===== src/common/gpio_pkg.sv =====
// constants for the three-port pin configuration and routing block
package gpio_pkg;
    // ************************************************************
    // geometry
    // ************************************************************
    localparam int PORT_COUNT = 3;
    localparam int PORT_PINS  = 8;
    localparam int PIN_COUNT  = PORT_COUNT * PORT_PINS;
    localparam int MODE_BITS  = 4;
    localparam int ADDR_BITS  = 12;
    // ************************************************************
    // register map, one block of words per port
    // ************************************************************
    localparam logic [11:0] PORT_STRIDE    = 12'h020;
    localparam logic [4:0]  OFS_MODE_LOW   = 5'h00;
    localparam logic [4:0]  OFS_MODE_HIGH  = 5'h04;
    localparam logic [4:0]  OFS_PIN_LEVEL  = 5'h08;
    localparam logic [4:0]  OFS_OUT_LEVEL  = 5'h0c;
    localparam logic [4:0]  OFS_OUT_SET    = 5'h10;
    localparam logic [4:0]  OFS_OUT_CLEAR  = 5'h14;
    localparam logic [4:0]  OFS_WAKE_MASK  = 5'h18;
    localparam logic [11:0] ADDR_TRACE_SEL = 12'h060;
    localparam int          TRACE_SEL_BIT  = 0;
    // ************************************************************
    // mode codes and reset values
    // ************************************************************
    localparam logic [3:0]  MODE_ANALOG    = 4'h0;
    localparam logic [3:0]  MODE_OUT_PP    = 4'h1;
    localparam logic [3:0]  MODE_IN_FLOAT  = 4'h4;
    localparam logic [3:0]  MODE_OUT_OD    = 4'h5;
    localparam logic [3:0]  MODE_IN_PULL   = 4'h8;
    localparam logic [3:0]  MODE_ALT_PP    = 4'h9;
    localparam logic [3:0]  MODE_ALT_OD    = 4'hd;
    localparam logic [15:0] RST_MODE       = 16'h4444;
    localparam logic [7:0]  RST_OUT_LEVEL  = 8'h00;
    localparam logic [7:0]  RST_WAKE_MASK  = 8'h00;
    // ************************************************************
    // second timer channel routing: pin index when route bit clear / set
    // ************************************************************
    localparam int ROUTE_BIT_BASE = 4;
    localparam int TIMER_PIN_CLR [4] = '{0, 3, 1, 2};
    localparam int TIMER_PIN_SET [4] = '{9, 10, 11, 12};
    localparam int TRACE_PIN_A    = 4;
    localparam int TRACE_PIN_B    = 5;
endpackage


===== src/logic/gpio_port_config_mux.sv =====
// three eight-pin ports: mode registers, data registers and output routing
//
// Overview of operation
// [RULE1] 24 pins in three ports of eight
// [RULE2] each pin has a 4-bit mode field
// [RULE3] low register pins 3..0, high pins 7..4
// [RULE4] code 0: analog, driver off, reads 1
// [RULE5] code 4: floating input, driver off
// [RULE6] code 8: pulled input, output bit picks direction
// [RULE7] code 1: push-pull from output register
// [RULE8] open-drain codes drive low or release
// [RULE9] alternate codes take level from peripheral
// [RULE10] one driver per pin; inputs never drive
// [RULE11] digital input feeds register, peripherals, wake
// [RULE12] clear register write clears output bits
// [RULE13] set register write sets output bits
// [RULE14] wake mask picks pins that wake
// [RULE15] enabled timer channel beats serial output
// [RULE16] route bits 4..7 move timer channels
// [RULE17] serial controller mode decides its pins
// [RULE18] trace select picks packet or cpu trace
// [RULE19] alternate pin without peripheral drives 0
// [RULE20] reset returns all modes to floating input
// [RULE21] zero bits in set/clear change nothing
// [RULE22] unassigned codes act as floating input
`timescale 1ns/1ps
module gpio_port_config_mux import gpio_pkg::*; (
    input  wire logic                 i_clk,
    input  wire logic                 i_sys_rst,
    input  wire logic                 i_psel,
    input  wire logic                 i_penable,
    input  wire logic                 i_pwrite,
    input  wire logic [ADDR_BITS-1:0] i_paddr,
    input  wire logic [31:0]          i_pwdata,
    output logic      [31:0]          o_prdata,
    output logic                      o_pready,
    output logic                      o_pslverr,
    input  wire logic [PIN_COUNT-1:0] i_pad_in,
    output logic      [PIN_COUNT-1:0] o_pad_out,
    output logic      [PIN_COUNT-1:0] o_pad_oe,
    output logic      [PIN_COUNT-1:0] o_pad_pull_en,
    output logic      [PIN_COUNT-1:0] o_pad_pull_up,
    output logic      [PIN_COUNT-1:0] o_pad_analog,
    input  wire logic [7:0]           i_second_timer_route_bits,
    input  wire logic [3:0]           i_second_timer_channel_enables,
    input  wire logic                 i_second_timer_channel_1,
    input  wire logic                 i_second_timer_channel_2,
    input  wire logic                 i_second_timer_channel_3,
    input  wire logic                 i_second_timer_channel_4,
    input  wire logic [PIN_COUNT-1:0] i_serial_alt_out,
    input  wire logic [PIN_COUNT-1:0] i_serial_alt_own,
    input  wire logic                 i_packet_trace_frame_enable,
    input  wire logic                 i_packet_trace_bit,
    input  wire logic                 i_cpu_trace_bit_2,
    input  wire logic                 i_cpu_trace_bit_3,
    output logic      [PIN_COUNT-1:0] o_pin_level,
    output logic      [PIN_COUNT-1:0] o_wake_pins,
    output logic                      o_wake_event
);
    // ************************************************************
    // state
    // ************************************************************
    logic [15:0]          mode_low   [PORT_COUNT];
    logic [15:0]          mode_high  [PORT_COUNT];
    logic [7:0]           out_level  [PORT_COUNT];
    logic [7:0]           wake_mask  [PORT_COUNT];
    logic                 trace_sel;
    logic [PIN_COUNT-1:0] pad_sync1;
    logic [PIN_COUNT-1:0] pad_sync2;
    logic [PIN_COUNT-1:0] alt_level;
    logic [PIN_COUNT-1:0] digital_in;
    logic [PIN_COUNT-1:0] next_out;
    logic [PIN_COUNT-1:0] next_oe;
    logic [PIN_COUNT-1:0] next_pull_en;
    logic [PIN_COUNT-1:0] next_pull_up;
    logic [PIN_COUNT-1:0] next_analog;
    logic [PIN_COUNT-1:0] out_flat;
    logic [PIN_COUNT-1:0] mask_flat;
    logic [3:0]           timer_ch;
    logic [1:0]           sel_port;
    logic [4:0]           sel_ofs;
    logic                 sel_valid;
    logic                 wr_strobe;

    // ************************************************************
    // helpers
    // ************************************************************
    function automatic logic [3:0] pin_mode(input logic [15:0] lo, input logic [15:0] hi,
                                            input int idx);
        logic [15:0] word;
        word = (idx < 4) ? lo : hi; // [RULE3]
        return word[(idx % 4) * MODE_BITS +: MODE_BITS]; // [RULE2]
    endfunction

    function automatic logic in_mode(input logic [3:0] m);
        return (m != MODE_OUT_PP) && (m != MODE_OUT_OD) &&
               (m != MODE_ALT_PP) && (m != MODE_ALT_OD);
    endfunction

    // ************************************************************
    // apb decode
    // ************************************************************
    assign o_pready  = 1'b1;
    assign wr_strobe = i_psel && i_penable && i_pwrite;

    always_comb begin
        sel_port  = 2'd0;
        sel_ofs   = i_paddr[4:0];
        sel_valid = 1'b0;
        if (i_paddr == ADDR_TRACE_SEL) begin
            sel_valid = 1'b1;
        end else if (i_paddr < PORT_STRIDE * 12'd3 && i_paddr[1:0] == 2'b00 &&
                     i_paddr[4:0] <= OFS_WAKE_MASK) begin
            sel_port  = i_paddr[6:5]; // [RULE1]
            sel_valid = 1'b1;
        end
    end

    // unmapped or misaligned words fail the access; reads give zero
    assign o_pslverr = i_psel && i_penable && !sel_valid;

    // ************************************************************
    // configuration and data registers
    // ************************************************************
    always_ff @(posedge i_clk) begin
        if (i_sys_rst) begin
            for (int p = 0; p < PORT_COUNT; p++) begin
                mode_low[p]  <= RST_MODE; // [RULE20]
                mode_high[p] <= RST_MODE; // [RULE20]
            end
        end else if (wr_strobe && sel_valid && i_paddr != ADDR_TRACE_SEL) begin
            if (sel_ofs == OFS_MODE_LOW) begin
                mode_low[sel_port] <= i_pwdata[15:0]; // [RULE3]
            end else if (sel_ofs == OFS_MODE_HIGH) begin
                mode_high[sel_port] <= i_pwdata[15:0]; // [RULE3]
            end
        end
    end

    always_ff @(posedge i_clk) begin
        if (i_sys_rst) begin
            for (int p = 0; p < PORT_COUNT; p++) begin
                out_level[p] <= RST_OUT_LEVEL;
            end
        end else if (wr_strobe && sel_valid && i_paddr != ADDR_TRACE_SEL) begin
            if (sel_ofs == OFS_OUT_LEVEL) begin
                out_level[sel_port] <= i_pwdata[7:0];
            end else if (sel_ofs == OFS_OUT_SET) begin
                out_level[sel_port] <= out_level[sel_port] | i_pwdata[7:0]; // [RULE13] [RULE21]
            end else if (sel_ofs == OFS_OUT_CLEAR) begin
                out_level[sel_port] <= out_level[sel_port] & ~i_pwdata[7:0]; // [RULE12] [RULE21]
            end
        end
    end

    always_ff @(posedge i_clk) begin
        if (i_sys_rst) begin
            for (int p = 0; p < PORT_COUNT; p++) begin
                wake_mask[p] <= RST_WAKE_MASK;
            end
        end else if (wr_strobe && sel_valid && i_paddr != ADDR_TRACE_SEL &&
                     sel_ofs == OFS_WAKE_MASK) begin
            wake_mask[sel_port] <= i_pwdata[7:0]; // [RULE14]
        end
    end

    always_ff @(posedge i_clk) begin
        if (i_sys_rst) begin
            trace_sel <= 1'b0;
        end else if (wr_strobe && i_paddr == ADDR_TRACE_SEL) begin
            trace_sel <= i_pwdata[TRACE_SEL_BIT]; // [RULE18]
        end
    end

    // read data captured in the setup cycle; zero-wait access
    always_ff @(posedge i_clk) begin
        if (i_sys_rst) begin
            o_prdata <= 32'h0000_0000;
        end else if (i_psel && !i_penable) begin
            o_prdata <= 32'h0000_0000;
            if (i_paddr == ADDR_TRACE_SEL) begin
                o_prdata[TRACE_SEL_BIT] <= trace_sel;
            end else if (sel_valid) begin
                if (sel_ofs == OFS_MODE_LOW) begin
                    o_prdata[15:0] <= mode_low[sel_port];
                end else if (sel_ofs == OFS_MODE_HIGH) begin
                    o_prdata[15:0] <= mode_high[sel_port];
                end else if (sel_ofs == OFS_PIN_LEVEL) begin
                    o_prdata[7:0] <= o_pin_level[sel_port*8 +: 8]; // [RULE11]
                end else if (sel_ofs == OFS_OUT_LEVEL) begin
                    o_prdata[7:0] <= out_level[sel_port];
                end else if (sel_ofs == OFS_WAKE_MASK) begin
                    o_prdata[7:0] <= wake_mask[sel_port];
                end
            end
        end
    end

    // ************************************************************
    // pin input synchroniser
    // ************************************************************
    always_ff @(posedge i_clk) begin
        if (i_sys_rst) begin
            pad_sync1 <= '0;
            pad_sync2 <= '0;
        end else begin
            pad_sync1 <= i_pad_in;
            pad_sync2 <= pad_sync1;
        end
    end

    // ************************************************************
    // alternate output source per pin
    // ************************************************************
    assign timer_ch = {i_second_timer_channel_4, i_second_timer_channel_3,
                       i_second_timer_channel_2, i_second_timer_channel_1};

    always_comb begin
        alt_level = '0; // [RULE19]
        for (int i = 0; i < PIN_COUNT; i++) begin
            if (i_serial_alt_own[i]) begin
                alt_level[i] = i_serial_alt_out[i]; // [RULE17]
            end
        end
        // trace overrides serial on its two pins
        alt_level[TRACE_PIN_A] = trace_sel ? i_cpu_trace_bit_2 : i_packet_trace_frame_enable; // [RULE18]
        alt_level[TRACE_PIN_B] = trace_sel ? i_cpu_trace_bit_3 : i_packet_trace_bit; // [RULE18]
        // timer last so an enabled channel wins over everything on its pin
        for (int c = 0; c < 4; c++) begin
            if (i_second_timer_channel_enables[c]) begin
                if (i_second_timer_route_bits[ROUTE_BIT_BASE + c]) begin
                    alt_level[TIMER_PIN_SET[c]] = timer_ch[c]; // [RULE15] [RULE16]
                end else begin
                    alt_level[TIMER_PIN_CLR[c]] = timer_ch[c]; // [RULE15] [RULE16]
                end
            end
        end
    end

    // ************************************************************
    // pin cells
    // ************************************************************
    for (genvar g = 0; g < PIN_COUNT; g++) begin : g_pin
        gpio_pin_cell u_cell (
            .i_mode         (pin_mode(mode_low[g/8], mode_high[g/8], g % 8)),
            .i_out_bit      (out_level[g/8][g%8]),
            .i_alt_bit      (alt_level[g]),
            .i_pin_sync     (pad_sync2[g]),
            .o_drive_level  (next_out[g]),
            .o_drive_enable (next_oe[g]),
            .o_pull_enable  (next_pull_en[g]),
            .o_pull_up      (next_pull_up[g]),
            .o_analog       (next_analog[g]),
            .o_digital_in   (digital_in[g])
        );
        assign out_flat[g]  = out_level[g/8][g%8];
        assign mask_flat[g] = wake_mask[g/8][g%8];
    end

    always_ff @(posedge i_clk) begin
        if (i_sys_rst) begin
            o_pad_out     <= '0;
            o_pad_oe      <= '0; // [RULE10]
            o_pad_pull_en <= '0;
            o_pad_pull_up <= '0;
            o_pad_analog  <= '0;
        end else begin
            o_pad_out     <= next_out;
            o_pad_oe      <= next_oe; // [RULE10]
            o_pad_pull_en <= next_pull_en;
            o_pad_pull_up <= next_pull_up;
            o_pad_analog  <= next_analog;
        end
    end

    // ************************************************************
    // input distribution and wake detection
    // ************************************************************
    always_ff @(posedge i_clk) begin
        if (i_sys_rst) begin
            o_pin_level  <= '1;
            o_wake_pins  <= '0;
            o_wake_event <= 1'b0;
        end else begin
            o_pin_level  <= digital_in; // [RULE11]
            o_wake_pins  <= digital_in & mask_flat; // [RULE14]
            // a change on any masked pin; analog pins are held high, so only a switch into or out of analog mode against a low level can wake
            o_wake_event <= |((digital_in ^ o_pin_level) & mask_flat); // [RULE11] [RULE14]
        end
    end

    logic [PIN_COUNT-1:0] in_mode_vec;
    logic [PIN_COUNT-1:0] od_mode_vec;
    always_comb begin
        for (int i = 0; i < PIN_COUNT; i++) begin
            in_mode_vec[i] = in_mode(pin_mode(mode_low[i/8], mode_high[i/8], i % 8));
            od_mode_vec[i] = pin_mode(mode_low[i/8], mode_high[i/8], i % 8) == MODE_OUT_OD ||
                             pin_mode(mode_low[i/8], mode_high[i/8], i % 8) == MODE_ALT_OD;
        end
    end
endmodule // gpio_port_config_mux


===== src/logic/gpio_pin_cell.sv =====
// per-pin mode decode: driver, pull resistor and digital input path
`timescale 1ns/1ps
module gpio_pin_cell import gpio_pkg::*; (
    input  wire logic [3:0] i_mode,
    input  wire logic       i_out_bit,
    input  wire logic       i_alt_bit,
    input  wire logic       i_pin_sync,
    output logic            o_drive_level,
    output logic            o_drive_enable,
    output logic            o_pull_enable,
    output logic            o_pull_up,
    output logic            o_analog,
    output logic            o_digital_in
);
    always_comb begin
        o_drive_level  = 1'b0;
        o_drive_enable = 1'b0;
        o_pull_enable  = 1'b0;
        o_pull_up      = 1'b0;
        o_analog       = 1'b0;
        o_digital_in   = i_pin_sync;
        case (i_mode)
            MODE_ANALOG: begin
                o_analog     = 1'b1;
                o_digital_in = 1'b1; // [RULE4]
            end
            MODE_IN_PULL: begin
                o_pull_enable = 1'b1; // [RULE6]
                o_pull_up     = i_out_bit; // [RULE6]
            end
            MODE_OUT_PP: begin
                o_drive_level  = i_out_bit; // [RULE7]
                o_drive_enable = 1'b1;
            end
            MODE_OUT_OD: begin
                // only ever pulls low; high level needs an external pull-up
                o_drive_enable = ~i_out_bit; // [RULE8]
            end
            MODE_ALT_PP: begin
                o_drive_level  = i_alt_bit; // [RULE9]
                o_drive_enable = 1'b1;
            end
            MODE_ALT_OD: begin
                o_drive_enable = ~i_alt_bit; // [RULE8] [RULE9]
            end
            default: begin
                // floating input and any unassigned code: driver off
                o_drive_enable = 1'b0; // [RULE5] [RULE10] [RULE22]
            end
        endcase
    end
endmodule // gpio_pin_cell


===== config.mk =====
export PLATFORM = sky130hd
export DESIGN_NAME = gpio_port_config_mux
export DESIGN_NICKNAME = d
export VERILOG_FILES = /design/src/common/gpio_pkg.sv /design/src/logic/gpio_port_config_mux.sv /design/src/logic/gpio_pin_cell.sv
export SDC_FILE = /design/constraint.sdc
export NUM_CORES = 1
export LEC_CHECK = 0
export BUFFER_PORTS_ARGS = -buffer_cell sky130_fd_sc_hd__buf_2
export CORE_MARGIN = 2
export CORE_UTILIZATION = 37
export CTS_CLUSTER_DIAMETER = 60
export DETAILED_ROUTE_END_ITERATION = 12
export PLACE_DENSITY_LB_ADDON = 0.25
export SLEW_MARGIN = 20
export SYNTH_ARGS = -nofsm -noshare
export SYNTH_HDL_FRONTEND = slang
export SYNTH_SLANG_ARGS = --single-unit

===== constraint.sdc =====
create_clock -name i_clk -period 3.1 [get_ports i_clk]
set_clock_uncertainty 0.05 [all_clocks]
set_input_delay 0.31 -clock i_clk [delete_from_list [all_inputs] [get_ports i_clk]]
set_output_delay 0.31 -clock i_clk [all_outputs]
set_load 0.1 [all_outputs]

# == Word-level counts from Yosys, hierarchy flattened ==
# Memories as Yosys holds them, arrays and structs flattened.
# Index checks and enable logic that the tools add are counted.
# word_totals
elab_cells,557
mem_count,4
latch_bits,0
ramBits,144
output_inout_bits,203
regBits,234
rom_bits,0
inputBits,141
# classes
reduce_logical,91
n_eq_ne,128
n_shift,1
bitwise,80
muxes,216
n_lt_le_gt_ge,2
n_addsub,0
multipliers,0
n_div,0
# mem_list
name,depth,word_bits,rd,rd_ports_with_merged_regs,write_ports,line,text
mode_high,3,16,4,0,3,gpio_port_config_mux.sv:64,logic [15:0] mode_high [PORT_COUNT];
mode_low,3,16,4,0,3,gpio_port_config_mux.sv:63,logic [15:0] mode_low [PORT_COUNT];
out_level,3,8,4,0,3,gpio_port_config_mux.sv:65,logic [7:0] out_level [PORT_COUNT];
wake_mask,3,8,4,0,3,gpio_port_config_mux.sv:66,logic [7:0] wake_mask [PORT_COUNT];
# op_table
op,n
$eq A4 B4 Y1 const B,72
$mux W1,148
$eq A4 B1 Y1 const B,24
$eq A4 B3 Y1 const B,24
$logic_not A4 Y1,24
$reduce_or A2 Y1,48
$mux W8,9
$not A1 Y1,72
$pmux W1 S3,24
$mux W16,4
$and A24 B24 Y24,2
$pmux W1 S2,24
$reduce_or A16 Y1,2
$reduce_or A24 Y1,1
$shiftx A24 B6 Y8,1
$xor A24 B24 Y24,1
$reduce_or A8 Y1,2
$eq A5 B5 Y1 const B,3
$mux W15,1
$eq A12 B7 Y1 const B,1
$lt A12 B7 Y1 const B,1
$mux W2,6
$ne A12 B7 Y1 const B,1
$eq A5 B4 Y1 const B,2
10 further kinds,21

# == Depth between registers and ports, before layout ==
# Gate-level depths: netlist of run 1.
# depth
ltp_word,14
ltp_mapped,10
depth_no_buf,6

# == Cells and area by module ==
# From an unflattened synthesis of run 1, not the netlist that was laid out.
# unflattened
hier_cells,1555
hier_area_um2,16679.7
# by_module_without_submodules
mod,n_inst,cells_each,seq_area_each_um2,area_per_inst_um2
gpio_port_config_mux,1,1339,9008.6,14697.8
gpio_pin_cell,24,9,0.0,82.6

# == Worst setup path before layout of run 1 ==
# No wires, ideal clock.
# synth_timing
kind,in2out
from,input port i_paddr[3]
to,output port o_pslverr
n_path_buf,3
required_time_ps,2740
path_stages,7
path_slack_ps,-5
arrival_time_ps,2745
path_cell_list,buf_4 > nor4_4 > nand2b_1 > clkbuf_1 > clkbuf_1 > o21ai_0 > a31oi_1
# synth_between
elab_chain_len,7
word_cells_on_any_way,9
classes_between,order compare: 2; eq/ne: 1; mux: 2; reduce/logical: 4
# synth_lines
element,line,text
from (decl),gpio_port_config_mux.sv:33,"input wire logic [ADDR_BITS-1:0] i_paddr,"
$lt A12 B7 Y1,gpio_port_config_mux.sv:112,end else if (i_paddr < PORT_STRIDE * 12'd3 && i_paddr[1:0] == 2'b00 &&
$logic_and A1 B1 Y1 (2 in a row),gpio_port_config_mux.sv:112,
$mux W1,gpio_port_config_mux.sv:112,
$mux W1 (*),gpio_port_config_mux.sv:110,if (i_paddr == ADDR_TRACE_SEL) begin
$logic_not A1 Y1 (*),gpio_port_config_mux.sv:120,assign o_pslverr = i_psel && i_penable && !sel_valid;
$logic_and A1 B1 Y1 (*),gpio_port_config_mux.sv:120,
to (decl),gpio_port_config_mux.sv:37,"output logic o_pslverr,"
# Every way passes the cells marked *; elsewhere a longest branch is shown, timed or not.

==> summary.txt, run 1 <==
Floorplan
  • Number of cell rows: 74
  • Starting Density: 0.377
  • Die width: 209 µm
  • Die area: 0.0435 mm²
  • Die height: 209 µm
  • I/O pins: 344
  • Core area: 0.0411 mm²

Pwr
  • Clock network fraction of design power: 0.434
  • Switching pwr: 3.38 mW
  • Power per cell area: 622 mW/mm²
  • Leak: 8.03 nW
  • Pint: 8.83 mW
  • Max IR drop VDD: 0.394 mV
  • Sw Share: 0.277
  • Reg power frac: 0.455
  • Part of the power in combinational logic: 0.111

Critical path
  • RR Startpoint: mode_high[0][7]
  • CP cell instances: nor4_1 > nor2_1 > xnor2_1 > a22oi_1 > and4_1 > a41oi_1
  • Reg-to-Reg End: o_wake_event
  • Critical path required time: 3.45 ns
  • Crit path depth: 6
  • Crit path max-delay family: simple AND/OR/NAND/NOR gates
  • CP Capture Type: flip-flop
  • R2r worst-path depth: 6
  • Crit Path Class: reg -> reg
  • Worst setup SP type: flip-flop
  • CP endpoint: o_wake_event
  • Flop2flop setup slack: 0.68 ns
  • Slowest stage cell, crit path: nor4_1
  • Worst Setup SP: mode_high[0][7]
  • Max FO, Critical Path: 7
  • Worst Path Buf+Inv: 0
  • Arrival time worst endpoint: 2.77 ns
  • CP max stage delay: 0.67 ns

STA
  • Least-Margin Pin Slew: 0.869 ns
  • Hold Vio Cnt, Final: 0
  • WHS: 0.0293 ns
  • Total negative slack: 0 ns
  • Period utilization: 0.781
  • Relative slew margins: 0.421
  • Minimum clock period: 2.42 ns
  • RSZ-0062 raised after global routing: no
  • Max-slew violations: 0
  • F_max: 413 MHz
  • Setup-failing EPs final: 0

Global route
  • Vias in the first global route: 12.2k
  • Initial antenna violation count: 10
  • First-pass GRT wire length: 79.8 mm
  • Tot GR Track Use: 0.248
  • Largest net degree at the start of global routing: 181
  • Grt total ovfl: 0

Clock network
  • CTS sink cnt: 378
  • Post-CTS repair timing setup buffer count: 0
  • Clock-pin slew on the worst setup and hold paths: 0.06 ns
  • H-tree depth: 2
  • Worst-Skew Late Latency: 0.58 ns
  • Clock tree buffer depth: 3
  • Clock root buffer: clkbuf_16
  • CTS buffer count: 44
  • CTS tree: built

Cells and area
  • Layout Nets: 1962
  • Non-filler cells, final: 2393
  • Proportion of layout cells with a drive suffix above 1: 0.256
  • Area Overhead vs Synth: 26.7%

Synth
  • Ys flop type: dfxtp_1
  • Yosys warning total: 0
  • Register area share after synthesis: 0.582
  • Mapped Area: 0.0155 mm²
  • Dominant cell by count in the synthesized netlist: dfxtp_1
  • Post-Synthesis Cells: 1466
  • Synth Register Bits: 378
  • Mean Syn Cell Area: 10.6 µm²
  • Proportion of netlist area held by the largest area contributor: 0.302
  • Ys async rst share: 0
  • Top post-synthesis cells by count: 234 x dfxtp_1, 144 x edfxtp_1, 124 x and2_1
  • Number of flops mapped to enable cells by yosys: 144
  • Ranking of synthesized cells by area: dfxtp_1 30%, edfxtp_1 28%, and2_1 5.0%
  • Yosys top cell by area: dfxtp_1
  • Netlist cell types: 71

Placement
  • Placer congestion estimate: 0.929
  • Detailed Place HPWL: 40.7 mm
  • Port buffer count: 302
  • Dpl cells: 2282

Detailed routing
  • Number of vias per cell: 5.36
  • DRT iter0 DRCs: 1134
  • Final ANT Viol Nets: 0
  • Total Routed Length: 55.0 mm
  • Via count: 12.8k
  • Routed len/inst: 23.0 µm
  • Drt pass-1 iters: 5
  • DRC Markers: 0

Run
  • Max Cap Viol: 0

Outcome
  • Status: complete, no violations

Min path
  • Hold WC Path Type: in -> reg
[worst min-delay path by stage]
stage | from | to | slack [ns] | depth (start not counted)
floorplan | pad_sync1[0] | pad_sync2[0] | 0.36 | 1
finish | i_pwdata[10] | mode_low[2][10] | 0.03 | 2
global route | i_serial_alt_out[21] | o_pad_out[21] | 0.03 | 3
CTS | i_pwdata[10] | mode_low[2][10] | 0.002 | 2
detailed placement | pad_sync1[14] | pad_sync2[14] | 0.37 | 1
global placement | pad_sync1[20] | pad_sync2[20] | 0.37 | 1
[power by group through the flow]
stage / Clock [mW] / Combinational, mW / Sequential (mW)
6_report: 5.30 / 1.36 / 5.55
5_1_grt: 5.58 / 1.43 / 5.57
4_1_cts: 5.38 / 1.36 / 5.55
3_5_place_dp: 0 / 1.33 / 5.65
3_3_place_gp: 0 / 1.32 / 5.65
2_1_floorplan: 0 / 0.522 / 6.01
[worst reg2reg max path, cell delays in order, from the launching register on]
cell      delay (ns)
edfxtp_1        0.50
nor4_1          0.68
nor2_1          0.15
xnor2_1         0.17
a22oi_1         0.28
and4_1          0.27
a41oi_1         0.14
[flip-flops by register name, indices dropped and copies added (netlist names)]
register       flops
o_pad_pull_up     24
o_pad_oe          24
mode_high         48
out_level         24
wake_mask         24
o_pad_pull_en     24
trace_sel          1
o_wake_event       1
o_wake_pins       24
o_prdata          16
o_pin_level       24
pad_sync1         24
pad_sync2         24
o_pad_out         24
o_pad_analog      24
mode_low          48
[routing by layer]
layer / vias up / routed length (µm) / global-route usage / share of wire
met2: 594 / 24400 / 0.386 / 0.44
met4: 8 / 1470 / 0.0734 / 0.027
met3: 99 / 5160 / 0.0658 / 0.094
met1: 6160 / 23900 / 0.339 / 0.43
li1: 5968 / - / - / -
met5: - / 52 / 0 / 0.00095
[cell usage in the layout (no fill, tap or decap), types with 29 or more instances in the layout]
master,netlist,layout
buf_2,11,300
dfxtp_1,234,234
edfxtp_1,144,144
and2_1,124,124
nor2_1,114,114
nor2b_1,89,89
nand2_1,71,71
buf_4,19,59
or3_1,55,55
clkbuf_16,0,50
a21oi_1,47,47
nor4_1,45,45
nand2b_1,36,36
and3_1,31,31
nand3_1,29,29
[repair_timing]
| item | 4_1_cts | 5_1_grt |
|---|---|---|
| resized for setup | 0 | 0 |
| hold buffers | 25 | 0 |
| endpoints found under the hold margin | 28 | 0 |
[final cells by class]
class	instances	area [µm²]
antenna	4	10.0
clock buffer	65	1390
clock inverter	17	125
fill	3896	21500
inverter	21	78.8
multi-input combinational	984	5990
sequential	378	9010
tap	532	666
timing repair buffer	392	2350
[cell families after synthesis]
family | after synthesis | synth area share
AND/OR/NAND/NOR | 701 | 0.258
flip-flops | 378 | 0.582
AO/OA/AOI/OAI | 238 | 0.108
buffers and inverters | 119 | 0.0358
XOR/XNOR | 25 | 0.0141
multiplexers | 3 | 0.00194
other | 2 | 0.000485
[per-stage QoR]
step / area, µm² / setup slack (ns) / util / total power [mW]
floorplan: 15600 / 0.529 / - / 6.53
global placement: 17800 / 0.380 / 0.434 / 6.97
detailed placement: 17800 / 0.317 / 0.434 / 6.98
CTS: 19600 / 0.638 / 0.477 / 12.3
global route: 19600 / 0.562 / 0.477 / 12.6
finish: 19600 / 0.678 / 0.477 / 12.2
(Power assumes the default switching activity.)
==> run 2: changes to the inputs <==
==> constraint.sdc (replaced) <==
create_clock -name i_clk -period 2.1 [get_ports i_clk]
set_clock_uncertainty 0.05 [all_clocks]
set_input_delay 0.21 -clock i_clk [delete_from_list [all_inputs] [get_ports i_clk]]
set_output_delay 0.21 -clock i_clk [all_outputs]
set_load 0.1 [all_outputs]
==> summary.txt, run 2 (synthesis gave the netlist of run 1 again) <==
Detailed routing
  • DRT iter0 DRCs: 1141 (+0.62%)
  • Via count: 13.9k (+8.2%)
  • Drt pass-1 iters: 5 (unchanged)
  • Number of vias per cell: 5.30 (-1.1%)
  • DRC Markers: 0 (unchanged)
  • Final ANT Viol Nets: 0 (unchanged)
  • Total Routed Length: 57.9 mm (+5.3%)
  • Routed len/inst: 22.1 µm (-3.8%)

Critical path
  • Arrival time worst endpoint: 1.77 ns (-1.00 ns)
  • Worst setup SP type: primary input
  • Most Frequent Cell on Critical Path: buf_4
  • Slowest stage cell, crit path: nor4_4
  • Worst Setup SP: i_paddr[3]
  • Critical path required time: 1.84 ns (-1.61 ns)
  • Crit Path Class: in -> out
  • CP cell instances: buf_2 > buf_4 > nor4_4 > nand2b_1 > buf_4 > o21ai_0 > buf_4 > a31oi_4 > buf_12
  • CP Capture Type: output port
  • CP max stage delay: 0.39 ns (-0.28 ns)
  • Max FO, Critical Path: 8 (+1)
  • Crit path max-delay family: buffers and inverters
  • RR Startpoint: mode_high[0][4]
  • Worst Path Buf+Inv: 5 (+5)

Clock network
  • H-tree depth: 2 (unchanged)
  • Worst-Skew Late Latency: 0.58 ns (about the same)
  • CTS buffer count: 44 (unchanged)
  • Clock root buffer: clkbuf_16
  • CTS tree: built
  • Clock tree buffer depth: 3 (unchanged)
  • Clock-pin slew on the worst setup and hold paths: 0.05 ns (about the same)
  • CTS sink cnt: 378 (unchanged)

STA
  • Period utilization: 0.967
  • Total negative slack: 0 ns (unchanged)
  • Minimum clock period: 2.03 ns
  • Hold Vio Cnt, Final: 0 (unchanged)
  • Setup-failing EPs final: 0 (unchanged)
  • Final WS setup: 0.0702 ns (-0.608 ns)
  • Relative slew margins: 0.544 (+0.123)
  • RSZ-0062 raised after global routing: no
  • Least-Margin Pin Slew: 0.666 ns (-0.202 ns)
  • Max-slew violations: 0 (unchanged)
  • F_max: 493 MHz

Floorplan
  • Starting Density: 0.377 (unchanged)
  • Die height: 209 µm (unchanged)
  • Number of cell rows: 74 (unchanged)
  • Die area: 0.0435 mm² (unchanged)
  • Die width: 209 µm (unchanged)
  • Core area: 0.0411 mm² (unchanged)
  • I/O pins: 344 (unchanged)

Placement
  • Placement Setup Slack: -0.325 ns (-0.642 ns)
  • Port buffer count: 302 (unchanged)
  • Placer congestion estimate: 0.983 (+5.9%)
  • Detailed Place HPWL: 44.1 mm (+8.4%)

Pwr
  • Max IR drop VDD: 0.596 mV (+51%)
  • Leak: 9.13 nW (+14%)
  • Power per cell area: 852 mW/mm² (+37%)

Global route
  • Grt total ovfl: 0 (unchanged)
  • Met2 Usage GRT: 0.414 (+0.0283)
  • First-pass GRT wire length: 84.2 mm (+5.5%)
  • GR peak layer: met2
  • Initial antenna violation count: 3 (-7)
  • Vias in the first global route: 13.5k (+10%)
  • Largest net degree at the start of global routing: 127 (-30%)
  • Met1 Use GR: 0.358 (+0.0190)
  • Tot GR Track Use: 0.260 (+0.0128)
  • Met3 Usage GRT: 0.0508 (-0.0150)

Cells and area
  • Commonest non-fill, non-tap cell in the layout: buf_2
  • Area Overhead vs Synth: 39.9%
  • Most frequent cells in the layout: 300 x buf_2, 234 x buf_4, 234 x dfxtp_1
  • Proportion of layout cells with a drive suffix above 1: 0.323 (+0.0666)
  • Final Util: 0.527 (+0.0498)
  • Layout Nets: 2189 (+12%)
  • Regs by FF count: mode_high x48, mode_low x48

Outcome
  • Status: complete, no violations

Min path
  • Hold WC Path Type: in -> reg
  • Min-delay src: i_serial_alt_out[0]

Run
  • Max Cap Viol: 0 (unchanged)
==> run 2: cell types whose count changed in the layout (fill, tap and decap cells not counted), sizes merged <==
| cell | before | now |
|---|---|---|
| clkbuf | 65 | 68 |
| dlygate4sd3 | 25 | 68 |
| diode | 4 | 2 |
| clkinvlp | 2 | 1 |
| buf | 367 | 551 |
| inv | 26 | 24 |
==> run 2: cell type report <==
class                   count  area [µm²]
fillers                  3716       19400
flip-flops and latches    378        9010
multi-input cells         984        6080
repair buffers            619        4280
clock buffers              68        1440
well taps                 532         666
clock inverters            14         106
inverters                  21        78.8
diodes                      2        5.00
==> run 2: per-layer routing <==
metal  routed length [µm]  part of all wire
met1                25000              0.43
met2                26100              0.45
met3                 5050             0.087
met4                 1640             0.028
met5                   15           0.00026
==> run 2: tightest hold or removal path: stages <==
cell	delay, ns
buf_2	0.08
o211ai_1	0.09
nand3_1	0.10
a311oi_1	0.09
==> run 2: metrics by stage <==
| stage | area (µm²) | hold WS, ns | instances | power [mW] |
|---|---|---|---|---|
| after floorplan | 15600 | 0.288 | 1481 | 9.65 |
| after global placement | 19300 | 0.367 | 2464 | 10.5 |
| after detailed placement | 19300 | 0.371 | 2464 | 10.6 |
| after CTS | 21600 | 0.00197 | 2614 | 18.6 |
| after global routing | 21700 | 0.0108 | 2617 | 19.0 |
| final | 21700 | 0.00411 | 2618 | 18.5 |
==> run 2: worst paths after layout <==
path                  end  slack, ns  depth (start not counted)
min reg2reg  pad_sync2[2]       0.38                          1
max             o_pslverr       0.07                          9
min           o_pad_oe[0]      0.004                          4
max reg2reg  o_wake_event       0.12                          7
==> run 2: what timing repair did <==
| item | CTS | global route |
|---|---|---|
| setup endpoints to repair | 1 | 4 |
| hold buffers | 68 | 0 |
| hold endpoints to repair | 76 | 0 |
| gates cloned | 0 | 0 |
| buffers inserted | 0 | 2 |
| gates resized for setup | 3 | 10 |
| pin swaps | 0 | 1 |
==> run 2: where the power goes <==
group / internal (mW) / switching (mW)
registers: 7.88 / 0.206
logic: 0.774 / 1.68
clock network: 4.78 / 3.14
total: 13.4 / 5.03
